--- config.mk ---
export PLATFORM = sky130hd
export DESIGN_NAME = dic_irq_clear_status
export DESIGN_NICKNAME = d
export VERILOG_FILES = /design/src/verilog/dic_pkg_cell.sv /design/src/verilog/dic_irq_clear_status.sv
export SDC_FILE = /design/constraint.sdc
export NUM_CORES = 1
export LEC_CHECK = 0
export BUFFER_PORTS_ARGS = -buffer_cell sky130_fd_sc_hd__clkbuf_2
export CORE_MARGIN = 1.5
export CORE_UTILIZATION = 45
export CTS_BUF_LIST = sky130_fd_sc_hd__clkbuf_16
export DETAILED_ROUTE_END_ITERATION = 7
export GPL_TIMING_DRIVEN = 0
export PLACE_DENSITY = 0.83
export RECOVER_POWER = 25
export SYNTH_ARGS = -nofsm -noshare
export SYNTH_HDL_FRONTEND = slang
export SYNTH_SLANG_ARGS = --single-unit
--- constraint.sdc ---
create_clock -name clock_in -period 2.8 [get_ports clock_in]
set_input_delay 0.14 -clock clock_in [delete_from_list [all_inputs] [get_ports clock_in]]
set_output_delay 0.14 -clock clock_in [all_outputs]
set_load 0.03 [all_outputs]
--- src/verilog/dic_pkg_cell.sv ---
// Shared constants, carrier types and the per-channel flag cell
`timescale 1ns/1ps

package dic_pkg;

  // ************************************************************
  // Widths and channel fields
  // ************************************************************
  localparam int DIC_DATA_W = 32;
  localparam int DIC_ADDR_W = 8;
  localparam int DIC_CHANNELS = 2;
  localparam int DIC_CH0_BIT = 0;
  localparam int DIC_CH1_BIT = 1;

  // ************************************************************
  // Register byte offsets
  // ************************************************************
  localparam logic [DIC_ADDR_W-1:0] DIC_OFS_COMBINED = 8'h00;
  localparam logic [DIC_ADDR_W-1:0] DIC_OFS_TC_STATUS = 8'h04;
  localparam logic [DIC_ADDR_W-1:0] DIC_OFS_TC_CLEAR = 8'h08;
  localparam logic [DIC_ADDR_W-1:0] DIC_OFS_ERR_STATUS = 8'h0c;
  localparam logic [DIC_ADDR_W-1:0] DIC_OFS_ERR_CLEAR = 8'h10;
  localparam logic [DIC_ADDR_W-1:0] DIC_OFS_RAW_TC = 8'h14;
  localparam logic [DIC_ADDR_W-1:0] DIC_OFS_RAW_ERR = 8'h18;
  localparam logic [DIC_ADDR_W-1:0] DIC_OFS_EVT_STATUS = 8'h20;
  localparam logic [DIC_ADDR_W-1:0] DIC_OFS_EVT_MASK = 8'h24;

  // ************************************************************
  // Reset values
  // ************************************************************
  localparam logic DIC_FLAG_RESET = 1'h0;
  localparam logic [DIC_DATA_W-1:0] DIC_RDATA_RESET = 32'h0000_0000;
  localparam logic [DIC_DATA_W-1:0] DIC_READ_ZERO = 32'h0000_0000;

  // ************************************************************
  // Carrier types
  // ************************************************************
  typedef struct packed {
    logic [DIC_ADDR_W-1:0] addr;
    logic [DIC_DATA_W-1:0] wdata;
    logic wr;
    logic rd;
  } dic_bus_req_t;

  // Set beats clear so an event in the clearing cycle survives
  function automatic logic dic_next_flag(input logic flag,
                                         input logic set,
                                         input logic clear);
    dic_next_flag = set | (flag & ~clear);
  endfunction

endpackage

module dic_flag_cell
  import dic_pkg::*;
(
  input wire logic clock_in,
  input wire logic rst_in,
  input wire logic set_in,
  input wire logic clear_in,
  output logic flag_out
);

  typedef struct packed {
    logic flag;
  } dic_cell_state_t;

  dic_cell_state_t state;
  dic_cell_state_t next_state;

  always_comb begin
    next_state = state;
    next_state.flag = dic_next_flag(state.flag, set_in, clear_in);
  end

  always_ff @(posedge clock_in) begin
    if (rst_in) begin
      state.flag <= DIC_FLAG_RESET;
    end else begin
      state <= next_state;
    end
  end

  assign flag_out = state.flag;

endmodule

--- src/verilog/dic_irq_clear_status.sv ---
// Interrupt flag bookkeeping for a two-channel transfer engine
//
// Overview of operation
// - One to bit 1 clears channel 1 end
// - One to bit 0 clears channel 0 end
// - Error status bit 1 shows enabled channel 1 error
// - Error status bit 0 shows enabled channel 0 error
// - Writing one to error bit 1 clears it
// - Writing one to error bit 0 clears it
// - Combined status is enabled end or error
// - Raw end flag kept before enable masking
// - Raw error flag kept before enable masking
`timescale 1ns/1ps

module dic_irq_clear_status
  import dic_pkg::*;
#(
  parameter int CHANNELS = DIC_CHANNELS
) (
  input wire logic clock_in,
  input wire logic rst_in,
  input wire dic_bus_req_t bus_in,
  output logic [DIC_DATA_W-1:0] rdata_out,
  input wire logic [CHANNELS-1:0] tc_event_in,
  input wire logic [CHANNELS-1:0] err_event_in,
  input wire logic [CHANNELS-1:0] tc_enable_in,
  input wire logic [CHANNELS-1:0] err_enable_in,
  output logic [CHANNELS-1:0] raw_tc_out,
  output logic [CHANNELS-1:0] raw_err_out,
  output logic [CHANNELS-1:0] masked_tc_out,
  output logic [CHANNELS-1:0] masked_err_out,
  output logic [CHANNELS-1:0] combined_status_out,
  output logic irq_out
);

  // ************************************************************
  // Elaboration checks
  // ************************************************************
  // Both event groups share one 32-bit sticky register
  if (CHANNELS < 1 || 2 * CHANNELS > DIC_DATA_W) begin : g_bad_channels
    $error("CHANNELS must lie between 1 and 16");
  end

  localparam int EW = 2 * CHANNELS;

  // ************************************************************
  // State
  // ************************************************************
  typedef struct packed {
    logic [DIC_DATA_W-1:0] rdata;
    logic [CHANNELS-1:0] masked_tc;
    logic [CHANNELS-1:0] masked_err;
    logic [CHANNELS-1:0] combined;
    logic [EW-1:0] evt_status;
    logic [EW-1:0] evt_mask;
    logic irq;
  } dic_state_t;

  dic_state_t state;
  dic_state_t next_state;

  // ************************************************************
  // Bus decode
  // ************************************************************
  logic aligned;
  logic wr_tc_clear;
  logic wr_err_clear;
  logic wr_evt_mask;
  logic rd_evt_status;
  logic [CHANNELS-1:0] tc_clear;
  logic [CHANNELS-1:0] err_clear;
  logic [CHANNELS-1:0] raw_tc;
  logic [CHANNELS-1:0] raw_err;
  logic [CHANNELS-1:0] next_raw_tc;
  logic [CHANNELS-1:0] next_raw_err;
  logic [EW-1:0] evt_set;

  // Misaligned addresses hit nothing and read as zero
  assign aligned = (bus_in.addr[1:0] == 2'h0);
  assign wr_tc_clear = bus_in.wr && aligned &&
                       (bus_in.addr == DIC_OFS_TC_CLEAR);
  assign wr_err_clear = bus_in.wr && aligned &&
                        (bus_in.addr == DIC_OFS_ERR_CLEAR);
  assign wr_evt_mask = bus_in.wr && aligned &&
                       (bus_in.addr == DIC_OFS_EVT_MASK);
  assign rd_evt_status = bus_in.rd && aligned &&
                         (bus_in.addr == DIC_OFS_EVT_STATUS);

  assign tc_clear = wr_tc_clear ? bus_in.wdata[CHANNELS-1:0] :
                    {CHANNELS{1'b0}};
  assign err_clear = wr_err_clear ? bus_in.wdata[CHANNELS-1:0] :
                     {CHANNELS{1'b0}};

  assign evt_set = {err_event_in, tc_event_in};

  // ************************************************************
  // Raw flag cells
  // ************************************************************
  for (genvar ch = 0; ch < CHANNELS; ch++) begin : g_ch
    // Raw end flag ahead of the mask
    dic_flag_cell u_tc (
      .clock_in(clock_in),
      .rst_in(rst_in),
      .set_in(tc_event_in[ch]),
      .clear_in(tc_clear[ch]),
      .flag_out(raw_tc[ch])
    );
    // Raw error flag ahead of the mask
    dic_flag_cell u_err (
      .clock_in(clock_in),
      .rst_in(rst_in),
      .set_in(err_event_in[ch]),
      .clear_in(err_clear[ch]),
      .flag_out(raw_err[ch])
    );
    assign next_raw_tc[ch] =
      dic_next_flag(raw_tc[ch], tc_event_in[ch], tc_clear[ch]);
    assign next_raw_err[ch] =
      dic_next_flag(raw_err[ch], err_event_in[ch], err_clear[ch]);
  end

  // ************************************************************
  // Read data
  // ************************************************************
  function automatic logic [DIC_DATA_W-1:0] widen(
    input logic [EW-1:0] value
  );
    logic [DIC_DATA_W-1:0] result;
    result = DIC_READ_ZERO;
    result[EW-1:0] = value;
    widen = result;
  endfunction

  function automatic logic [DIC_DATA_W-1:0] widen_ch(
    input logic [CHANNELS-1:0] value
  );
    logic [DIC_DATA_W-1:0] result;
    result = DIC_READ_ZERO;
    result[CHANNELS-1:0] = value;
    widen_ch = result;
  endfunction

  logic [DIC_DATA_W-1:0] read_mux;

  always_comb begin
    read_mux = DIC_READ_ZERO;
    if (bus_in.rd && aligned) begin
      unique case (bus_in.addr)
        DIC_OFS_COMBINED: begin
          read_mux = widen_ch(state.combined);
        end
        DIC_OFS_TC_STATUS: begin
          read_mux = widen_ch(state.masked_tc);
        end
        // Error status shows masked error flags
        DIC_OFS_ERR_STATUS: begin
          read_mux = widen_ch(state.masked_err);
        end
        DIC_OFS_RAW_TC: begin
          read_mux = widen_ch(raw_tc);
        end
        DIC_OFS_RAW_ERR: begin
          read_mux = widen_ch(raw_err);
        end
        DIC_OFS_EVT_STATUS: begin
          read_mux = widen(state.evt_status);
        end
        DIC_OFS_EVT_MASK: begin
          read_mux = widen(state.evt_mask);
        end
        // Clear registers are write-only and read as zero
        default: begin
          read_mux = DIC_READ_ZERO;
        end
      endcase
    end
  end

  // ************************************************************
  // Next state
  // ************************************************************
  always_comb begin
    next_state = state;
    next_state.rdata = read_mux;
    // Masked flags follow the cleared raw flags at once
    next_state.masked_tc = next_raw_tc & tc_enable_in;
    next_state.masked_err = next_raw_err & err_enable_in;
    // Either enabled request raises the channel
    next_state.combined = next_state.masked_tc | next_state.masked_err;
    if (wr_evt_mask) begin
      next_state.evt_mask = bus_in.wdata[EW-1:0];
    end
    // Read returns the old value; new events survive the read
    next_state.evt_status = evt_set |
      (state.evt_status & ~{EW{rd_evt_status}});
    next_state.irq = |(next_state.evt_status & next_state.evt_mask);
  end

  always_ff @(posedge clock_in) begin
    if (rst_in) begin
      state.rdata <= DIC_RDATA_RESET;
      state.masked_tc <= '0;
      state.masked_err <= '0;
      state.combined <= '0;
      state.evt_status <= '0;
      state.evt_mask <= '0;
      state.irq <= 1'b0;
    end else begin
      state <= next_state;
    end
  end

  // ************************************************************
  // Outputs
  // ************************************************************
  assign rdata_out = state.rdata;
  assign raw_tc_out = raw_tc;
  assign raw_err_out = raw_err;
  assign masked_tc_out = state.masked_tc;
  assign masked_err_out = state.masked_err;
  assign combined_status_out = state.combined;
  assign irq_out = state.irq;

  // ************************************************************
  // Assertions
  // ************************************************************
  a_ch1_end_clear: assert property (
    @(posedge clock_in) disable iff (rst_in)
    wr_tc_clear && bus_in.wdata[DIC_CH1_BIT] &&
    !tc_event_in[DIC_CH1_BIT]
    |=> !raw_tc_out[DIC_CH1_BIT] && !masked_tc_out[DIC_CH1_BIT])
    else $error("Channel 1 end flag not cleared");

  a_ch0_end_clear: assert property (
    @(posedge clock_in) disable iff (rst_in)
    wr_tc_clear && bus_in.wdata[DIC_CH0_BIT] &&
    !tc_event_in[DIC_CH0_BIT]
    |=> !raw_tc_out[DIC_CH0_BIT] && !masked_tc_out[DIC_CH0_BIT])
    else $error("Channel 0 end flag not cleared");

  a_end_zero_keeps: assert property (
    @(posedge clock_in) disable iff (rst_in)
    wr_tc_clear && !bus_in.wdata[DIC_CH0_BIT] && raw_tc[DIC_CH0_BIT]
    |=> raw_tc_out[DIC_CH0_BIT])
    else $error("Zero write disturbed channel 0 end flag");

  a_end_zero_ch1: assert property (
    @(posedge clock_in) disable iff (rst_in)
    wr_tc_clear && !bus_in.wdata[DIC_CH1_BIT] && raw_tc[DIC_CH1_BIT]
    |=> raw_tc_out[DIC_CH1_BIT])
    else $error("Zero write disturbed channel 1 end flag");

  a_ch1_err_masked: assert property (
    @(posedge clock_in) disable iff (rst_in)
    ##1 masked_err_out[DIC_CH1_BIT] ==
    (raw_err_out[DIC_CH1_BIT] && $past(err_enable_in[DIC_CH1_BIT])))
    else $error("Channel 1 error status wrong");

  a_ch0_err_masked: assert property (
    @(posedge clock_in) disable iff (rst_in)
    ##1 masked_err_out[DIC_CH0_BIT] ==
    (raw_err_out[DIC_CH0_BIT] && $past(err_enable_in[DIC_CH0_BIT])))
    else $error("Channel 0 error status wrong");

  a_ch0_err_read: assert property (
    @(posedge clock_in) disable iff (rst_in)
    bus_in.rd && aligned && bus_in.addr == DIC_OFS_ERR_STATUS
    |=> rdata_out[DIC_CH0_BIT] == $past(masked_err_out[DIC_CH0_BIT]))
    else $error("Channel 0 error status read wrong");

  a_ch1_err_clear: assert property (
    @(posedge clock_in) disable iff (rst_in)
    wr_err_clear && bus_in.wdata[DIC_CH1_BIT] &&
    !err_event_in[DIC_CH1_BIT]
    |=> !raw_err_out[DIC_CH1_BIT] && !masked_err_out[DIC_CH1_BIT])
    else $error("Channel 1 error flag not cleared");

  a_ch0_err_clear: assert property (
    @(posedge clock_in) disable iff (rst_in)
    wr_err_clear && bus_in.wdata[DIC_CH0_BIT] &&
    !err_event_in[DIC_CH0_BIT]
    |=> !raw_err_out[DIC_CH0_BIT] && !masked_err_out[DIC_CH0_BIT])
    else $error("Channel 0 error flag not cleared");

  a_err1_zero_keeps: assert property (
    @(posedge clock_in) disable iff (rst_in)
    wr_err_clear && !bus_in.wdata[DIC_CH1_BIT] && raw_err[DIC_CH1_BIT]
    |=> raw_err_out[DIC_CH1_BIT])
    else $error("Zero write disturbed channel 1 error flag");

  a_err0_zero_keeps: assert property (
    @(posedge clock_in) disable iff (rst_in)
    wr_err_clear && !bus_in.wdata[DIC_CH0_BIT] && raw_err[DIC_CH0_BIT]
    |=> raw_err_out[DIC_CH0_BIT])
    else $error("Zero write disturbed channel 0 error flag");

  a_combined_or: assert property (
    @(posedge clock_in) disable iff (rst_in)
    ##1 combined_status_out ==
    ((raw_tc_out & $past(tc_enable_in)) |
     (raw_err_out & $past(err_enable_in))))
    else $error("Combined status is not end or error");

  a_end_event_raw: assert property (
    @(posedge clock_in) disable iff (rst_in)
    tc_event_in[DIC_CH1_BIT]
    |=> raw_tc_out[DIC_CH1_BIT] &&
        masked_tc_out[DIC_CH1_BIT] == $past(tc_enable_in[DIC_CH1_BIT]))
    else $error("End event not recorded");

  a_err_event_raw: assert property (
    @(posedge clock_in) disable iff (rst_in)
    err_event_in[DIC_CH0_BIT] && !err_enable_in[DIC_CH0_BIT]
    |=> raw_err_out[DIC_CH0_BIT] && !masked_err_out[DIC_CH0_BIT])
    else $error("Error event not held before mask");

  a_event_beats_clear: assert property (
    @(posedge clock_in) disable iff (rst_in)
    tc_clear[DIC_CH0_BIT] && tc_event_in[DIC_CH0_BIT]
    |=> raw_tc_out[DIC_CH0_BIT] &&
        masked_tc_out[DIC_CH0_BIT] == $past(tc_enable_in[DIC_CH0_BIT]))
    else $error("Clear beat a simultaneous end event");

  a_err_beats_clear: assert property (
    @(posedge clock_in) disable iff (rst_in)
    err_clear[DIC_CH1_BIT] && err_event_in[DIC_CH1_BIT]
    |=> raw_err_out[DIC_CH1_BIT] &&
        masked_err_out[DIC_CH1_BIT] == $past(err_enable_in[DIC_CH1_BIT]))
    else $error("Clear beat a simultaneous error event");

  a_rdata_one_cycle: assert property (
    @(posedge clock_in) disable iff (rst_in)
    !bus_in.rd |=> rdata_out == DIC_READ_ZERO)
    else $error("Read data outside the answer cycle");

  a_irq_level: assert property (
    @(posedge clock_in) disable iff (rst_in)
    irq_out == |(state.evt_status & state.evt_mask))
    else $error("Interrupt does not match masked status");

  a_read_clears: assert property (
    @(posedge clock_in) disable iff (rst_in)
    rd_evt_status && !(|evt_set) |=> state.evt_status == '0)
    else $error("Event status read did not clear");

  a_status_event_wins: assert property (
    @(posedge clock_in) disable iff (rst_in)
    rd_evt_status && err_event_in[DIC_CH1_BIT]
    |=> state.evt_status[CHANNELS + DIC_CH1_BIT])
    else $error("Event status read beat a new event");

endmodule

After elaboration in Yosys (flattened, before gate mapping)

Cells that the tools add are included.

Equal/unequal tests: 8
Bitwise operators: 20
Reductions and logical operators: 10
Mux-type cells: 4

Operators by type and width:

| kind                                                             | count |
|---|---|
| 4-bit case mux with 7 select lines                               | 1 |
| 8-bit by 5-bit == test with 1-bit output (second input constant) | 3 |
| 8-bit by 4-bit == test with 1-bit output (second input constant) | 2 |
| 8-bit by 6-bit == test with 1-bit output (second input constant) | 2 |
| 4-bit AND                                                        | 2 |
| 8-bit by 3-bit == test with 1-bit output (second input constant) | 1 |
| 8-bit logical NOT                                                | 1 |
| 1-bit logical AND                                                | 6 |
| 1-bit NOT                                                        | 5 |
| 1-bit AND                                                        | 4 |
| 2-bit AND                                                        | 2 |
| 2-bit 2-to-1 mux                                                 | 2 |
| 4-bit 2-to-1 mux                                                 | 1 |
| 4-bit NOT                                                        | 1 |
| 1-bit OR                                                         | 4 |
| 4-bit OR                                                         | 1 |
| 4-bit OR reduction                                               | 1 |
| 2-bit logical NOT                                                | 1 |
| 2-bit OR                                                         | 1 |
| 2-bit OR reduction                                               | 1 |

Register bits: 51
Logic and storage cells: 53
Input bits: 52

Longest topological paths before layout

Depth in word-level cells: 9
Gate-level depth with buffers: 5
Depth with buffers taken out: 4

Cells and area by module

From an unflattened synthesis, not the netlist that was laid out.

Cell total of the unflattened synthesis: 176
Area, all modules: 1463.9 µm²

Modules (own cells, without submodules):

| module               | area an instance (µm²) | cells an instance | instances | sequential area each (µm²) |
|---|---|---|---|---|
| dic_irq_clear_status | 1308.8                 | 160               | 1         | 380.4 |
| dic_flag_cell        | 38.8                   | 4                 | 4         | 20.0 |

Least setup slack after synthesis

OpenSTA, ideal clock, no wires.

Kind: input -> register
Start: in bus_in[39] in the netlist's numbering
End: reg state (netlist bit irq_out)
Data required time: 2666 ps
Cell stages on the path: 5
Setup slack: 1349 ps
Path buffers: 1
Library setup time: 134 ps
Data arrival time: 1317 ps
Cell sequence: buf_2 -> or3b_2 -> o31ai_1 -> o2bb2ai_1 -> a41oi_1

Longest elaborated chain between the ends: 7
Elaborated cells between the ends (all ways): 10
Those cells by class: eq/ne (2); mux (1); bitwise (4); reduce/logical (3)

Ends and longest elaborated chain:

| what                                     | RTL line                    | source |
|---|---|---|
| start, declared                          | dic_irq_clear_status.sv:22  | `input wire dic_bus_req_t bus_in,` |
| 8-bit by 6-bit == test with 1-bit output | dic_irq_clear_status.sv:87  | `(bus_in.addr == DIC_OFS_EVT_STATUS);` |
| 1-bit logical AND                        | dic_irq_clear_status.sv:86  | `assign rd_evt_status = bus_in.rd && aligned &&` |
| 4-bit NOT                                | dic_irq_clear_status.sv:195 | `(state.evt_status & ~{EW{rd_evt_status}});` |
| 4-bit AND                                | dic_irq_clear_status.sv:195 |  |
| 4-bit OR                                 | dic_irq_clear_status.sv:194 | `next_state.evt_status = evt_set \|` |
| 4-bit AND (*)                            | dic_irq_clear_status.sv:196 | `next_state.irq = \|(next_state.evt_status & next_state.evt_mask);` |
| 4-bit OR reduction (*)                   | dic_irq_clear_status.sv:196 |  |
| end signal, assigned                     | dic_irq_clear_status.sv:209 | `state <= next_state;` |
| end, declared                            | dic_irq_clear_status.sv:59  | `dic_state_t state;` |

Mark *: on every way between the ends. The rest lies on a longest branch, timed or not.
A chain may end at the register's enable or synchronous reset.

Worst setup path after layout

Start: in bus_in[35] in the netlist's numbering
End: reg state (netlist bit rdata_out[0])

Longest elaborated chain between the ends: 4
Elaborated cells between the ends (all ways): 12
Those cells by class: eq/ne (6); mux (1); bitwise (1); reduce/logical (4)

Ends and longest elaborated chain:

| what |
|---|
| parallel branches: the longest is 4 deep, another holds 8-bit by 6-bit == test with 1-bit output |

Parallel ways; which one is timed is not known.

==> results.md <==
- Status: finished clean
- R2r endpoint: rdata_out[1]
- HPWL after detailed placement: 2.45 mm
- Hold-fix buffers, CTS: 0
- Cell type contributing the most total cell area after synthesis: sky130_fd_sc_hd__dfxtp_1
- Critical-path maximum fanout: 10
- Post-layout min period: 1.47 ns
- Worst hold-check path type: in -> reg
- Category of the worst setup path launch point: input pin
- Power density normalized to cell area: 468 nW/um^2
- Clock latency on the worst-skew pair: 0.26 ns
- Clock slew at reported path FFs: around 0.06 ns
- Met3 usage in global routing: 4.55%
- Starting utilization of the core area: about 47%
- H-tree lvl count: 1
- Remaining global-route overflow: 0
- Async set-or-reset flop fraction in the synthesized netlist: 0%
- Core Area: 3080 um^2
- Buffers inserted during post-CTS setup optimization: 0
- Worst Setup End Kind: register
- Max-cap viol count: 0
- First-pass GRT wire length: roughly 5.0 mm
- Most utilized layer in the global route result: met1
- Vertical die dimension: 59.9 um
- Root Buffer: sky130_fd_sc_hd__clkbuf_16
- Area enclosed by the die boundary: 3590 um^2
- Number of library cell types mapped by synthesis: 38
- Met2 routing resource usage after global routing: 26.7%
- Beginning of the worst register-to-register path: g_ch[1].u_tc.flag_out
- Global routing usage on met1: 27.5%
- Clock Sink Count: 23
- Net count, final: just under 300
- Average size of a mapped cell: 8.48 um^2
- Dominant register cell in the synthesized netlist: sky130_fd_sc_hd__dfxtp_1
- Number of DRC markers in iteration 0: 42
- Fraction of post-synthesis cell area in the top cell type by area: 31.6%
- Site Rows: 20
- Post-Place Cell Area: 1800 um^2
- Peak supply drop: 0.318 mV
- Final TNS setup: 0 ns
- Cell depth of the worst hold path: 2
- EDFF count, synth: 0
- Number of routed nets with antenna violations: 0
- Via-to-Cell Ratio: 4.70
- Setup repair after global routing missed its margin: false
- Achievable frequency: approximately 700 MHz
- Synthesized flop and latch total: 23
- Required time of the critical path: about 3.0 ns
- Crit path kind: in -> reg
- Via count of the first global-routing pass: 1079
- Fin crit share: 52.5%
- Final cell utilization of the core: between 60% and 70%
- Worst setup path endpoint: rdata_out[0]
- Number of antenna violations at the first check in global routing: 0
- Portion of the post-synthesis area used by sequential elements: 31.6%
- Leading cell type by number of instances after synthesis: sky130_fd_sc_hd__buf_4
- Critical path launch point: bus_in[35]
- Critical path data arrival time: approximately 1.7 ns
- Quantity of I/O buffers inserted on ports: 37
- Number of vias after detailed routing: between 1000 and 1500
- Share of cells above drive strength 1: about a third
- Post-Layout Inst Area: 1870 um^2
- WL per Instance: 11.0 um
- TritonCTS clock tree: yes
- Worst reg2reg setup slack: 1.64 ns
- Count of pins on the block boundary: 95
- Leak pwr: ~0.00090 uW
- Overall power of the completed layout: ~900 uW
- GPL Wtd Cong: 0.883
- Routed wire length: roughly 3.1 mm
- Final setup viols: 0
- R2R depth: 4
- Pin count of the biggest net entering global routing: 14
- Most frequent cells after synthesis: 42 x sky130_fd_sc_hd__buf_4, 23 x sky130_fd_sc_hd__dfxtp_1, 15 x sky130_fd_sc_hd__nor2_1
- Synthesized instance count: approximately 170
- Yosys warning total: 0
- Number of buffers on the longest clock path: 2
- Final number of max-transition violations: 0
- Inserted Clock Buffers: 3
- FILL cells: 305
- Detailed-router iteration count before antenna repair: 4
- Post-synthesis instance area: 1460 um^2
- Worst-margin pin slew: 0.588 ns
- Slew headroom: 60.8%
- Chip Width: roughly 60 um
- Synth area leaders: sky130_fd_sc_hd__dfxtp_1 32%, sky130_fd_sc_hd__buf_4 22%, sky130_fd_sc_hd__nor2_1 3.9%, sky130_fd_sc_hd__a21oi_1 3.8%, sky130_fd_sc_hd__nand4_1 3.0%
- Aggregate global-route resource usage: 19.1%
- Inserted Diodes: 0
- Clock skew: 0.00185 ns
- Post-CTS sizing: 0
- Number of failing hold endpoints at the final stage: 0
- DRC violations left: 0
- Area Overhead vs Synth: 28.1%
[registers in the layout, summed over array words and instances (netlist names)]
register,flops
combined_status_out,2
g_ch.u_err.flag_out,2
g_ch.u_tc.flag_out,2
irq_out,1
masked_err_out,2
masked_tc_out,2
rdata_out,4
state,8
[critical path: stages]
cell and delay [ns]:
sky130_fd_sc_hd__clkbuf_2 0.10, sky130_fd_sc_hd__nor4_2 0.55, sky130_fd_sc_hd__buf_2 0.31, sky130_fd_sc_hd__nand2_1 0.10, sky130_fd_sc_hd__o32a_1 0.33, sky130_fd_sc_hd__a21oi_1 0.13
[area by class of cell]
class | instances | area, um^2 | share of cell area [%]
clock buffer | 3 | 75.1 | 4.02
timing repair buffer | 37 | 174 | 9.30
multi-input combinational | 118 | 713 | 38.2
inverter | 9 | 33.8 | 1.81
sequential | 23 | 460 | 24.6
tap | 44 | 55.1 | 2.95
buffer | 49 | 353 | 18.9
clock inverter | 1 | 5.00 | 0.268
[cells by family after synthesis]
family                 synth area share (%)
AO/OA/AOI/OAI                          18.9
buffers and inverters                  26.5
flip-flops                             31.6
multiplexers                           2.74
other                                 0.257
AND/OR/NAND/NOR                        20.1
[where the power goes]
part           internal [uW]  leakage (uW)  total [uW]  switching, uW
combinational           78.9      0.000665         208            129
sequential               341      0.000189         351           9.20
clock                    193     0.0000409         316            123
[worst min path at each step]
stage,startpoint,endpoint
6_report,tc_enable_in[0],combined_status_out[0]
3_3_place_gp,tc_enable_in[0],combined_status_out[0]
5_1_grt,tc_enable_in[0],masked_tc_out[0]
2_1_floorplan,rst_in,irq_out
4_1_cts,tc_enable_in[0],combined_status_out[0]
3_5_place_dp,tc_enable_in[0],combined_status_out[0]
[cells in the final DEF, fill, tap and decap left out, types with 5 or more instances in the layout]
cell type	instances
sky130_fd_sc_hd__a21oi_1	11
sky130_fd_sc_hd__dfxtp_1	23
sky130_fd_sc_hd__nor2_1	15
sky130_fd_sc_hd__nand3b_1	5
sky130_fd_sc_hd__inv_1	9
sky130_fd_sc_hd__nand2_1	6
sky130_fd_sc_hd__conb_1	28
sky130_fd_sc_hd__clkbuf_1	11
sky130_fd_sc_hd__clkbuf_2	28
sky130_fd_sc_hd__buf_4	42
sky130_fd_sc_hd__a31oi_1	6
sky130_fd_sc_hd__nand4_1	7
[layer usage]
layer	part of all wire [%]	wire (um)
met5	0	0
met3	8.5	267
met2	43	1350
met1	47	1460
met4	1.7	53
[through the flow]
step	hold slack (ns)	setup slack (ns)	std cells
detailed placement	0.363	1.06	280
floorplan	0.212	1.35	199
global route	0.101	1.23	284
CTS	0.0912	1.33	284
finish	0.0913	1.33	284
global placement	0.360	1.10	280
Power figures use the tool's default switching activity.
